--- config.mk ---
export PLATFORM = sky130hd
export DESIGN_NAME = modem_status_flags_irq
export DESIGN_NICKNAME = d
export VERILOG_FILES = /design/src/include/modem_flags_pkg.sv /design/src/core/modem_status_flags_irq.sv
export SDC_FILE = /design/constraint.sdc
export NUM_CORES = 1
export LEC_CHECK = 0
export ABC_AREA = 0
export BUFFER_PORTS_ARGS = -buffer_cell sky130_fd_sc_hd__buf_2
export CORE_AREA = 4 4 84 86
export DETAILED_ROUTE_END_ITERATION = 10
export DIE_AREA = 0 0 88 90
export PLACE_DENSITY = 0.73
export SYNTH_ARGS = -nofsm -noshare
export SYNTH_HDL_FRONTEND = slang
export SYNTH_SLANG_ARGS = --single-unit
--- constraint.sdc ---
create_clock -name core_clk_i -period 2.05 [get_ports core_clk_i]
set_clock_uncertainty 0.15 [all_clocks]
set_input_delay 0.41 -clock core_clk_i [delete_from_list [all_inputs] [get_ports core_clk_i]]
set_output_delay 0.41 -clock core_clk_i [all_outputs]
set_load 0.05 [all_outputs]
--- src/include/modem_flags_pkg.sv ---
package modem_flags_pkg;
  // ----------------------------------------
  // Register addresses
  // ----------------------------------------
  localparam logic [7:0] ADDR_RESET_CMD = 8'h01;
  localparam logic [7:0] ADDR_SETUP = 8'he0;
  localparam logic [7:0] ADDR_TONE_CTRL = 8'he1;
  localparam logic [7:0] ADDR_TX_DATA = 8'he3;
  localparam logic [7:0] ADDR_MOD_MODE = 8'he7;
  localparam logic [7:0] ADDR_IRQ_MASK = 8'hee;
  localparam logic [7:0] ADDR_RECEIVED_BYTE = 8'hea;
  localparam logic [7:0] ADDR_STATUS_FLAGS = 8'hef;
  // ----------------------------------------
  // Field positions
  // ----------------------------------------
  localparam int FLAG_TX_READY = 0;
  localparam int FLAG_TX_UNDERFLOW = 1;
  localparam int FLAG_RX_READY = 2;
  localparam int FLAG_RX_OVERFLOW = 3;
  localparam int FLAG_RX_DETECT = 4;
  localparam int FLAG_RING_CHANGE = 5;
  localparam int FLAG_RING_DETECT = 6;
  localparam int FLAG_BAD_PARITY = 7;
  localparam int SETUP_NORMAL_BIT = 4;
  localparam int SETUP_PARITY_EN_BIT = 2;
  localparam int TONE_SEL_2100_BIT = 0;
  // Sticky bits that raise the interrupt and clear on read
  localparam logic [7:0] STICKY_MASK = 8'h2f;
  localparam logic [7:0] REG_RESET_VAL = 8'h00;
endpackage : modem_flags_pkg

--- src/core/modem_status_flags_irq.sv ---
`timescale 1ns/1ps
`default_nettype none
// Overview of operation
// - Reset command clears setup, tone, tx data, mode, mask and flag bits 0-3,5.
// - After reset command the normal bit is zero, so deep standby.
// - Reset command is the single address byte 01 with no data byte.
// - Writing setup bit 4 low enters standby, other registers kept.
// - Interrupt low when any sticky flag 0-3,5 set and its mask set.
// - Ring change flag sets on each edge of ring detect bit.
// - Standby powers down all but host interface and ring detector.
// - Reading status flags releases interrupt and clears bits 0-3,5.
// - Status bit 4 is live: selected energy or 2100 Hz detection.
// - Mask bit 4 set keeps interrupt low while that detection holds.
// - Status bit 6 follows the ring timer comparator output.
// - Bit 7 sets on a parity error while parity checking is enabled.
// - New received byte sets bit 2, and bit 3 if previous unread.
// - Bit 1 sets when transmit data is not reloaded in time.
module modem_status_flags_irq
  import modem_flags_pkg::*;
(
  input wire logic core_clk_i,
  input wire logic rst_i,
  input wire logic clk_en_i,
  // Decoded host bus transaction
  input wire logic bus_wr_i,
  input wire logic [7:0] bus_addr_i,
  input wire logic [7:0] bus_wdata_i,
  input wire logic bus_rd_i,
  output logic [7:0] bus_rdata_o,
  // Datapath events and levels
  input wire logic tx_ready_ev_i,
  input wire logic tx_underflow_ev_i,
  input wire logic rx_byte_ev_i,
  input wire logic [7:0] rx_byte_i,
  input wire logic parity_err_ev_i,
  input wire logic rx_energy_i,
  input wire logic tone_2100_i,
  input wire logic ring_timer_node_i,
  // Register contents for the datapath
  output logic [7:0] setup_o,
  output logic [7:0] tone_ctrl_o,
  output logic [7:0] tx_data_o,
  output logic [7:0] modulation_mode_reg_o,
  output logic datapath_enable_o,
  // Open-drain interrupt: output enable low while pulling low
  output logic interrupt_request_n_o,
  output logic interrupt_request_n_oe_n_o
);
  // ----------------------------------------
  // Register state
  // ----------------------------------------
  logic [7:0] setup_r, setup_nxt;
  logic [7:0] tone_r, tone_nxt;
  logic [7:0] txd_r, txd_nxt;
  logic [7:0] mode_r, mode_nxt;
  logic [7:0] mask_r, mask_nxt;
  logic [7:0] rxb_r, rxb_nxt;
  logic [7:0] flags_r, flags_nxt;
  logic rx_unread_r, rx_unread_nxt;
  logic ring_prev_r, ring_prev_nxt;
  logic [7:0] rdata_r, rdata_nxt;
  logic irq_oe_n_r, irq_oe_n_nxt;
  logic irq_level_n_r, irq_level_n_nxt;
  logic irq_req;
  logic reset_cmd, flags_read, live_det, running;

  assign reset_cmd = bus_wr_i && (bus_addr_i == ADDR_RESET_CMD);
  assign flags_read = bus_rd_i && (bus_addr_i == ADDR_STATUS_FLAGS);
  assign running = setup_r[SETUP_NORMAL_BIT];
  // Detector choice follows the tone register's detect select bit
  assign live_det = tone_r[TONE_SEL_2100_BIT] ? tone_2100_i : rx_energy_i;

  // ----------------------------------------
  // Next-state logic
  // ----------------------------------------
  always_comb
  begin
    setup_nxt = setup_r;
    tone_nxt = tone_r;
    txd_nxt = txd_r;
    mode_nxt = mode_r;
    mask_nxt = mask_r;
    rxb_nxt = rxb_r;
    flags_nxt = flags_r;
    rx_unread_nxt = rx_unread_r;
    rdata_nxt = rdata_r;
    ring_prev_nxt = ring_timer_node_i;
    // Clears first so that event sets below win
    if (flags_read)
    begin
      flags_nxt = flags_r & ~STICKY_MASK;
    end
    if (bus_rd_i && bus_addr_i == ADDR_RECEIVED_BYTE)
    begin
      rx_unread_nxt = 1'b0;
    end
    if (reset_cmd)
    begin
      setup_nxt = REG_RESET_VAL;
      tone_nxt = REG_RESET_VAL;
      txd_nxt = REG_RESET_VAL;
      mode_nxt = REG_RESET_VAL;
      mask_nxt = REG_RESET_VAL;
      flags_nxt = flags_r & ~STICKY_MASK;
    end
    else if (bus_wr_i)
    begin
      if (bus_addr_i == ADDR_SETUP)
      begin
        setup_nxt = bus_wdata_i;
      end
      else if (bus_addr_i == ADDR_TONE_CTRL)
      begin
        tone_nxt = bus_wdata_i;
      end
      else if (bus_addr_i == ADDR_TX_DATA)
      begin
        txd_nxt = bus_wdata_i;
      end
      else if (bus_addr_i == ADDR_MOD_MODE)
      begin
        mode_nxt = bus_wdata_i;
      end
      else if (bus_addr_i == ADDR_IRQ_MASK)
      begin
        mask_nxt = bus_wdata_i;
      end
    end
    // Datapath events are ignored in standby; ring sensing stays alive
    if (running)
    begin
      if (tx_ready_ev_i)
      begin
        flags_nxt[FLAG_TX_READY] = 1'b1;
      end
      if (tx_underflow_ev_i)
      begin
        flags_nxt[FLAG_TX_UNDERFLOW] = 1'b1;
      end
      if (rx_byte_ev_i)
      begin
        rxb_nxt = rx_byte_i;
        flags_nxt[FLAG_RX_READY] = 1'b1;
        if (rx_unread_r)
        begin
          flags_nxt[FLAG_RX_OVERFLOW] = 1'b1;
        end
        rx_unread_nxt = 1'b1;
      end
      // Parity flag is not sticky-cleared; it follows the next character
      if (rx_byte_ev_i)
      begin
        flags_nxt[FLAG_BAD_PARITY] = parity_err_ev_i && setup_r[SETUP_PARITY_EN_BIT];
      end
    end
    if (ring_timer_node_i != ring_prev_r)
    begin
      flags_nxt[FLAG_RING_CHANGE] = 1'b1;
    end
    flags_nxt[FLAG_RING_DETECT] = ring_timer_node_i;
    flags_nxt[FLAG_RX_DETECT] = running && live_det;
    if (bus_rd_i && bus_addr_i == ADDR_RECEIVED_BYTE)
    begin
      rdata_nxt = rxb_r;
    end
    else if (flags_read)
    begin
      rdata_nxt = flags_r;
    end
    else if (bus_rd_i)
    begin
      rdata_nxt = 8'h00;
    end
    // Read-clear lowers the request on the same edge as the flags
    irq_req = |(flags_nxt & mask_nxt & (STICKY_MASK | (8'h01 << FLAG_RX_DETECT)));
    // Both pin flops follow the request, so no gate sits after them
    irq_oe_n_nxt = ~irq_req;
    irq_level_n_nxt = ~irq_req;
  end

  // ----------------------------------------
  // Registers
  // ----------------------------------------
  always_ff @(posedge core_clk_i)
  begin
    if (rst_i)
    begin
      setup_r <= REG_RESET_VAL;
      tone_r <= REG_RESET_VAL;
      txd_r <= REG_RESET_VAL;
      mode_r <= REG_RESET_VAL;
      mask_r <= REG_RESET_VAL;
      rxb_r <= REG_RESET_VAL;
      flags_r <= REG_RESET_VAL;
      rx_unread_r <= 1'b0;
      // Ring input idles low, so no false change follows reset
      ring_prev_r <= 1'b0;
      rdata_r <= REG_RESET_VAL;
      irq_oe_n_r <= 1'b1;
      irq_level_n_r <= 1'b1;
    end
    else if (clk_en_i)
    begin
      setup_r <= setup_nxt;
      tone_r <= tone_nxt;
      txd_r <= txd_nxt;
      mode_r <= mode_nxt;
      mask_r <= mask_nxt;
      rxb_r <= rxb_nxt;
      flags_r <= flags_nxt;
      rx_unread_r <= rx_unread_nxt;
      ring_prev_r <= ring_prev_nxt;
      rdata_r <= rdata_nxt;
      irq_oe_n_r <= irq_oe_n_nxt;
      irq_level_n_r <= irq_level_n_nxt;
    end
  end

  // ----------------------------------------
  // Outputs
  // ----------------------------------------
  assign bus_rdata_o = rdata_r;
  assign setup_o = setup_r;
  assign tone_ctrl_o = tone_r;
  assign tx_data_o = txd_r;
  assign modulation_mode_reg_o = mode_r;
  assign datapath_enable_o = setup_r[SETUP_NORMAL_BIT];
  assign interrupt_request_n_o = irq_level_n_r;
  assign interrupt_request_n_oe_n_o = irq_oe_n_r;

  // ----------------------------------------
  // Checks
  // ----------------------------------------
  a_reset_cmd_clears: assert property (@(posedge core_clk_i) disable iff (rst_i)
    (clk_en_i && reset_cmd) |=> (setup_r == 8'h00 && mask_r == 8'h00 && mode_r == 8'h00))
    else $error("reset command left a register set");
  a_reset_standby: assert property (@(posedge core_clk_i) disable iff (rst_i)
    (clk_en_i && reset_cmd) |=> !datapath_enable_o)
    else $error("reset command did not enter standby");
  a_irq_tracks_flags: assert property (@(posedge core_clk_i) disable iff (rst_i)
    (clk_en_i && !bus_wr_i && |(flags_r & mask_r & STICKY_MASK) && !flags_read
     && !$past(flags_read)) |=> !interrupt_request_n_oe_n_o)
    else $error("interrupt not asserted for masked flag");
  a_ring_edge_flag: assert property (@(posedge core_clk_i) disable iff (rst_i)
    (clk_en_i && ring_timer_node_i != ring_prev_r && !reset_cmd) |=> flags_r[FLAG_RING_CHANGE])
    else $error("ring change flag missed");
  a_read_clears: assert property (@(posedge core_clk_i) disable iff (rst_i)
    (clk_en_i && flags_read && !tx_ready_ev_i && !tx_underflow_ev_i && !rx_byte_ev_i
     && ring_timer_node_i == ring_prev_r) |=> (flags_r & STICKY_MASK) == 8'h00)
    else $error("status read did not clear sticky flags");
  a_live_detect: assert property (@(posedge core_clk_i) disable iff (rst_i)
    clk_en_i |=> flags_r[FLAG_RX_DETECT] == $past(running && live_det))
    else $error("live detect bit wrong");
  a_ring_level: assert property (@(posedge core_clk_i) disable iff (rst_i)
    clk_en_i |=> flags_r[FLAG_RING_DETECT] == $past(ring_timer_node_i))
    else $error("ring detect bit wrong");
  a_rx_overflow: assert property (@(posedge core_clk_i) disable iff (rst_i)
    (clk_en_i && running && rx_byte_ev_i && rx_unread_r && !reset_cmd)
    |=> flags_r[FLAG_RX_OVERFLOW] && flags_r[FLAG_RX_READY])
    else $error("overflow not flagged");
  a_event_beats_clear: assert property (@(posedge core_clk_i) disable iff (rst_i)
    (clk_en_i && running && flags_read && tx_underflow_ev_i) |=> flags_r[FLAG_TX_UNDERFLOW])
    else $error("event lost at read clear");
  a_reset_cmd_flags: assert property (@(posedge core_clk_i) disable iff (rst_i)
    (clk_en_i && reset_cmd && !tx_ready_ev_i && !tx_underflow_ev_i && !rx_byte_ev_i
     && ring_timer_node_i == ring_prev_r)
    |=> ((flags_r & STICKY_MASK) == 8'h00 && tone_r == 8'h00 && txd_r == 8'h00))
    else $error("reset command left a flag or register set");
  a_setup_standby: assert property (@(posedge core_clk_i) disable iff (rst_i)
    (clk_en_i && bus_wr_i && bus_addr_i == ADDR_SETUP && !bus_wdata_i[SETUP_NORMAL_BIT])
    |=> (!datapath_enable_o && $stable(tone_r) && $stable(txd_r) && $stable(mode_r)
     && $stable(mask_r)))
    else $error("standby write disturbed other registers");
  a_standby_quiet: assert property (@(posedge core_clk_i) disable iff (rst_i)
    (clk_en_i && !running && !flags_r[FLAG_TX_READY])
    |=> (!flags_r[FLAG_TX_READY] && !flags_r[FLAG_RX_DETECT] && $stable(rxb_r)))
    else $error("datapath event taken in standby");
  a_ring_in_standby: assert property (@(posedge core_clk_i) disable iff (rst_i)
    (clk_en_i && !running && ring_timer_node_i != ring_prev_r) |=> flags_r[FLAG_RING_CHANGE])
    else $error("ring change lost in standby");
  a_read_releases_pin: assert property (@(posedge core_clk_i) disable iff (rst_i)
    (clk_en_i && flags_read && !bus_wr_i && !mask_r[FLAG_RX_DETECT] && !tx_ready_ev_i
     && !tx_underflow_ev_i && !rx_byte_ev_i && ring_timer_node_i == ring_prev_r)
    |=> (interrupt_request_n_oe_n_o && interrupt_request_n_o))
    else $error("status read did not release the interrupt");
  a_live_irq: assert property (@(posedge core_clk_i) disable iff (rst_i)
    (mask_r[FLAG_RX_DETECT] && flags_r[FLAG_RX_DETECT]) |-> !interrupt_request_n_oe_n_o)
    else $error("live detect did not hold the interrupt");
  a_parity_flag: assert property (@(posedge core_clk_i) disable iff (rst_i)
    (clk_en_i && running && rx_byte_ev_i)
    |=> flags_r[FLAG_BAD_PARITY] == $past(parity_err_ev_i && setup_r[SETUP_PARITY_EN_BIT]))
    else $error("parity flag wrong");
  a_rx_ready_flag: assert property (@(posedge core_clk_i) disable iff (rst_i)
    (clk_en_i && running && rx_byte_ev_i)
    |=> (flags_r[FLAG_RX_READY] && rxb_r == $past(rx_byte_i)))
    else $error("received byte not flagged");
  a_underflow_flag: assert property (@(posedge core_clk_i) disable iff (rst_i)
    (clk_en_i && running && tx_underflow_ev_i) |=> flags_r[FLAG_TX_UNDERFLOW])
    else $error("underflow not flagged");
  // Clock enable low must freeze every flag and the pin
  a_enable_freeze: assert property (@(posedge core_clk_i) disable iff (rst_i)
    !clk_en_i |=> ($stable(flags_r) && $stable(interrupt_request_n_oe_n_o)))
    else $error("state moved while clock enable low");
endmodule : modem_status_flags_irq
`default_nettype wire

# Yosys cells after proc, flatten, opt, wreduce, memory -nomap -nowiden

Cells that the tools add are included.

Register bits after elaboration: 67
Bits in latches: 0
RAM bits: 0
Bits in read-only memories: 0
Bits of input ports: 36
Output and inout port bits: 43
Word-level logic and storage cells: 85
Memories kept: 0

$add $sub $neg: 0
Multiply operators: 0
Div/mod/pow operators: 0
$lt $le $gt $ge: 0
Eq/ne operators: 12
Shift-type cells: 0
Multiplexer cells: 42
Bitwise operators: 2
Reduce and logical (&&, ||, !) cells: 18

Operator list:

| operator                                                               | number |
|---|---|
| 8-bit 2-to-1 mux                                                       | 28 |
| 8-bit equality test (second input constant)                            | 7 |
| 6-bit 2-to-1 mux                                                       | 2 |
| 1-bit 2-to-1 mux                                                       | 10 |
| 2-bit nonzero test                                                     | 5 |
| 8-bit by 1-bit equality test with 1-bit output (second input constant) | 1 |
| 6-bit AND                                                              | 1 |
| 2-bit != test (second input constant)                                  | 3 |
| 3-bit AND reduction                                                    | 2 |
| 6-bit AND reduction                                                    | 1 |
| 6-bit OR reduction                                                     | 1 |
| 1-bit logical AND                                                      | 5 |
| 5-bit AND reduction                                                    | 1 |
| 4-bit 2-to-1 mux                                                       | 1 |
| 4-bit AND reduction                                                    | 1 |
| 3-bit nonzero test                                                     | 1 |
| 2-bit 2-to-1 mux                                                       | 1 |
| 2-bit AND reduction                                                    | 1 |
| 1-bit != test                                                          | 1 |
| 1-bit NOT                                                              | 1 |

# Logic depth before layout (Yosys ltp)

Depth in word-level cells: 11
Depth in mapped cells: 6
Mapped depth without buffers: 5

# Worst setup path before layout

Ideal clock, no wire load.

Path kind: input to register
Start: in bus_addr_i[6]
End: reg txd_r[0], in the netlist tx_data_o[0]
Library setup time: 0.128 ns
Arrival time: 1.738 ns
Required time: 1.772 ns
Slack: 0.034 ns
Cell stages on the path: 4
Path through: or4_1 -> a211oi_4 -> mux2i_1 -> nor2_1

Word-level cells in the longest chain between the ends: 4
Elaborated cells on any way between the ends: 11
Those cells by class: eq/ne: 6; mux: 1; reduce/logical: 4

Ends and longest elaborated chain:

| element                                                       | line                          | text |
|---|---|---|
| start, declared                                               | modem_status_flags_irq.sv:26  | `input wire logic [7:0] bus_addr_i,` |
| 8-bit by 1-bit equality test with 1-bit output                | modem_status_flags_irq.sv:67  | `assign reset_cmd = bus_wr_i && (bus_addr_i == ADDR_RESET_CMD);` |
| 1-bit logical AND                                             | modem_status_flags_irq.sv:67  |  |
| 2-bit != test (no line) or 2-bit nonzero test (tied branches) | -                             |  |
| 5-bit AND reduction (no line)                                 | -                             |  |
| end signal, assigned                                          | modem_status_flags_irq.sv:206 | `txd_r <= txd_nxt;` |
| end, declared                                                 | modem_status_flags_irq.sv:54  | `logic [7:0] txd_r, txd_nxt;` |

Several ways; a longest one is shown, not always the timed one.
A chain may end at the register's enable or synchronous reset.

# Worst setup path in the final report

Start: in bus_addr_i[6]
End: reg mode_r[2], in the netlist modulation_mode_reg_o[2]

Word-level cells in the longest chain between the ends: 4
Elaborated cells on any way between the ends: 13
Those cells by class: eq/ne: 8; mux: 1; reduce/logical: 4

Ends and longest elaborated chain:

| element                                                       | line                          | text |
|---|---|---|
| 8-bit by 1-bit equality test with 1-bit output                | modem_status_flags_irq.sv:67  |  |
| 1-bit logical AND                                             | modem_status_flags_irq.sv:67  |  |
| 2-bit != test (no line) or 2-bit nonzero test (tied branches) | -                             |  |
| 6-bit AND reduction (no line)                                 | -                             |  |
| end signal, assigned                                          | modem_status_flags_irq.sv:207 | `mode_r <= mode_nxt;` |
| end, declared                                                 | modem_status_flags_irq.sv:55  | `logic [7:0] mode_r, mode_nxt;` |

Several ways; a longest one is shown, not always the timed one.

==> results <==
- The data arrival time of the critical path is 1.96 ns.
- In the synthesized netlist, the number of instances is 318.
- In the global route stage, overall resource usage came out at 0.209.
- Dividing total power by cell area gives a power density of 681 nW/um^2.
- After routing, the total negative slack on setup checks comes to 0 ns.
- In the finished design, the share of the clock period the worst path needs comes to 0.921.
- The detailed-route vias per instance is 5.48.
- The total nets after synthesis is 354.
- The synthesis-to-layout area growth is 29.1%.
- The number of detailed-route iterations in the first pass is 4.
- The critical path startpoint category is an input port.
- The mean instance size in the synthesized netlist is 9.10 um^2.
- Max-cap violations in this run came to 0.
- Setup violations remaining at the end of the flow were counted as 0.
- The kind of cell with the highest combined delay on the critical path is simple AND/OR/NAND/NOR gates.
- The worst reg-to-reg path cell count is 5.
- Yosys mapped the design onto 47 distinct sky130hd cell types.
- The most frequent standard cell in the layout excluding fill and tap cells is sky130_fd_sc_hd__buf_2.
- The number of antenna violations at the first check in global routing is 0.
- 79 I/O pins were placed.
- The cell area that synthesis handed to floorplanning was 2890 um^2.
- Walking the worst path, the cells encountered are buf_2, or4_1, nor2_1, o2111ai_4, mux2i_1, nor2_1.
- The number of enable-type register cells in the synthesized netlist is 0.
- In this run, CTS created clock tree buffers numbering 9.
- The number of warning messages in the yosys log is 0.
- The total cell area at the placement stage is 3540 um^2.
- Once detail routing completed, the nets flagged for antenna violations numbered 0.
- The cell repeated most along the worst path is sky130_fd_sc_hd__nor2_1.
- The minimum setup slack after placement is -0.181 ns.
- The total number of vias is 2735.
- The total die area is 7920 um^2.
- Counting both buffers and inverters, the worst setup path holds a total of 1.
- CTS built an H-tree with a depth of 3.
- The analysis attributes to cell leakage a power of 0.00162 uW.
- For this configuration, the core starts out at a cell density of 0.461.
- The width of the chip is 88 um.
- Counting along the longest clock path gives a buffer depth of 2.
- In this run the worst setup path terminates at modulation_mode_reg_o[2]$_SDFFE_PP0P_.
- IR analysis of the VDD net gives a maximum drop of 0.000380 V.
- The source of the worst register-to-register timing path is tone_ctrl_o[0]$_SDFFE_PP0P_.
- Internal power comes to 1910 uW.
- Once detailed placement completed, the half-perimeter wirelength came to 5.83 mm.
- In the final layout, the share of cells above drive strength 1 is 0.318.
- After clock tree synthesis, the setup repair step added 0 buffers.
- The worst setup slack for register-to-register paths is 0.32 ns.
- The top cell types in the final layout, fill and taps aside, are sky130_fd_sc_hd__buf_2 (78), sky130_fd_sc_hd__dfxtp_1 (64), sky130_fd_sc_hd__nor2_1 (52), sky130_fd_sc_hd__mux2i_1 (34), sky130_fd_sc_hd__buf_4 (29).
- The TritonCTS sink count is 64.
- Setup repair after global routing left no endpoint under its margin.
- After synthesis the netlist holds a flip-flop and latch count of 64.
- The minimum clock period after layout is 1.89 ns.
- The power after layout is 2540 uW.
- The category of the most critical setup path is in -> reg.
- The die extent in y is 90 um.
- The total of fill cells in the finished design is 571.
- Along the worst path, the maximum fanout reaches 8.
- The final-report hold violation count is 0.
- For the worst setup path, the data required time is 2.12 ns.
- The clock network fraction of total power is 0.406.
- The proportion of register bits with asynchronous set or reset after synthesis is 0.
- The routed wire length per instance is 15.8 um.
- The worst setup path is captured at a flip-flop.
- The endpoint identified for the worst register-to-register timing path is interrupt_request_n_o$_SDFFE_PP1P_.
- The final layout contains 454 nets.
- The critical path crosses 6 cells after its start point.
- The flow ran to the end, and the final reports show no timing, DRC or antenna violations.
- The path type of the worst min-delay path is in -> reg.
- For this run the aggregate overflow at the end of global routing stands at 0.
- The count of instances resized after the clock tree is built is 0.
- The sequential area share after synthesis is 0.443.
- The number of global-route vias before repair is 2687.
- For this design, the CTS-stage hold fixing added 0 buffers.
- The pin count of the biggest net entering global routing is 28.
- In this run, the number of DRC markers left after iteration 0 of detailed routing was 207.
- The global placement routability congestion is 0.884.
- The origin of the worst setup path is bus_addr_i[6].
- The final-report max-slew violation count was 0.
- Timing would allow up to 530 MHz.
- The net switching power of the design is 634 uW.
- After detailed routing, the total wire length is 7.91 mm.
- Measured against its own limit, the worst slew margin works out to 0.697.
- Of the total power, the share spent switching nets is 0.249.
- The first global-routing pass estimated 13.1 mm of wire.
- The post-route worst setup slack is 0.163 ns.
- The portion of total power attributed to sequential cells is 0.498.
- Of the total power, combinational logic draws 0.096.
- During placement, the flow inserted port buffers numbering 78.
- For this run, design rule violations remaining after detail routing come to 0.
- The largest single stage delay on the critical path is 0.59 ns.
- The core region is 6280 um^2.
- In this run the core area contains 29 standard-cell rows.
- The tree is rooted in a sky130_fd_sc_hd__clkbuf_8.
- TritonCTS built the clock tree.
- For this design, the slowest cell found on the critical path is sky130_fd_sc_hd__or4_1.
- 0 antenna diodes ended up in the layout.
- The post-route standard cell area excluding fillers is 3740 um^2.
- The clock latency on the worst-skew pair is 0.34 ns.
- The pin slew with the least headroom to its limit is 0.455 ns.
- The most common flop cell mapped by yosys is sky130_fd_sc_hd__dfxtp_1.
- Clock-pin slew was measured on the worst setup and hold paths at 0.07 ns.
-- cells by family (layout without fill, tap and decap cells) --
family	Yosys count	after routing	share of synthesized area
AND/OR/NAND/NOR	126	126	0.213
multiplexers	35	35	0.121
AO/OA/AOI/OAI	69	69	0.178
buffers and inverters	23	127	0.0419
flip-flops	64	64	0.443
XOR/XNOR	1	1	0.00303
-- layer usage --
layer  vias to the layer above  wire length (um)  global-route usage
li1                       1346                 -                   -
met3                        14               495              0.0548
met5                         -                 0                   0
met4                         0               205              0.0895
met2                       103              3750               0.320
met1                      1272              3460               0.275
-- cell type report --
type                       count  area [um^2]  area share
inverter                       2         7.51     0.00201
tap                           77         96.3      0.0258
timing repair buffer         110          668       0.179
sequential                    64         1280       0.343
clock buffer                  13          179      0.0479
multi-input combinational    231         1490       0.399
clock inverter                 2         12.5     0.00335
-- registers in the layout, summed over array words and instances (netlist names) --
| signal | cells |
|---|---|
| mask_r | 6 |
| tx_data_o | 8 |
| ring_prev_r | 1 |
| interrupt_request_n_o | 1 |
| bus_rdata_o | 8 |
| modulation_mode_reg_o | 8 |
| tone_ctrl_o | 8 |
| rx_unread_r | 1 |
| setup_o | 8 |
| flags_r | 7 |
| rxb_r | 8 |
-- tightest hold or removal path: cells and delay by family --
family	cells	cell delay, ns
AO/OA/AOI/OAI	1	0.05
buffers and inverters	1	0.10
AND/OR/NAND/NOR	1	0.05
-- stage by stage --
| step | utilization | std cells | hold slack (ns) |
|---|---|---|---|
| floorplan | - | 318 | 0.282 |
| global placement | 0.565 | 484 | 0.295 |
| detailed placement | 0.565 | 484 | 0.300 |
| CTS | 0.595 | 499 | 0.151 |
| global route | 0.595 | 499 | 0.149 |
| finish | 0.595 | 499 | 0.155 |
-- synthesized netlist by cell type (2+ instances only) --
master                      n  area share
sky130_fd_sc_hd__dfxtp_1   64        0.44
sky130_fd_sc_hd__nor2_1    52       0.067
sky130_fd_sc_hd__mux2i_1   34        0.12
sky130_fd_sc_hd__nand2_1   28       0.036
sky130_fd_sc_hd__a21oi_1   20       0.035
sky130_fd_sc_hd__clkbuf_1  13       0.017
sky130_fd_sc_hd__a211oi_1  12       0.031
sky130_fd_sc_hd__a22oi_1   12       0.031
sky130_fd_sc_hd__and2_1    10       0.022
sky130_fd_sc_hd__o31ai_1   10       0.026
sky130_fd_sc_hd__nand3_1    9       0.016
sky130_fd_sc_hd__nand4_1    5       0.011
sky130_fd_sc_hd__a32oi_1    3      0.0091
sky130_fd_sc_hd__and3_1     3      0.0065
sky130_fd_sc_hd__buf_4      3      0.0078
sky130_fd_sc_hd__buf_6      3       0.012
sky130_fd_sc_hd__nor4_1     3      0.0065
sky130_fd_sc_hd__inv_1      2      0.0026
sky130_fd_sc_hd__nand2b_1   2      0.0043
sky130_fd_sc_hd__o21ai_0    2      0.0035
sky130_fd_sc_hd__or4_1      2      0.0052
-- worst min path at each step --
stage                                  startpoint  slack, ns                      end  cells past startpoint
after floorplan           flags_r[7]$_SDFFE_PP0P_       0.28  flags_r[7]$_SDFFE_PP0P_                      2
after global placement    flags_r[7]$_SDFFE_PP0P_       0.30  flags_r[7]$_SDFFE_PP0P_                      2
after detailed placement    rxb_r[0]$_SDFFE_PP0P_       0.30    rxb_r[0]$_SDFFE_PP0P_                      2
after CTS                            rx_byte_i[6]       0.15    rxb_r[6]$_SDFFE_PP0P_                      3
after global routing                 rx_byte_i[7]       0.15    rxb_r[7]$_SDFFE_PP0P_                      3
final                                rx_byte_i[3]       0.16    rxb_r[3]$_SDFFE_PP0P_                      3
-- power groups by stage --
stage	sequential [uW]	clock, uW	combinational, uW
6_report	1270	1030	244
5_1_grt	1270	1100	265
4_1_cts	1270	1040	243
3_5_place_dp	1300	0	242
3_3_place_gp	1290	0	238
2_1_floorplan	1330	0	101
Power figures use the tool's default switching activity.
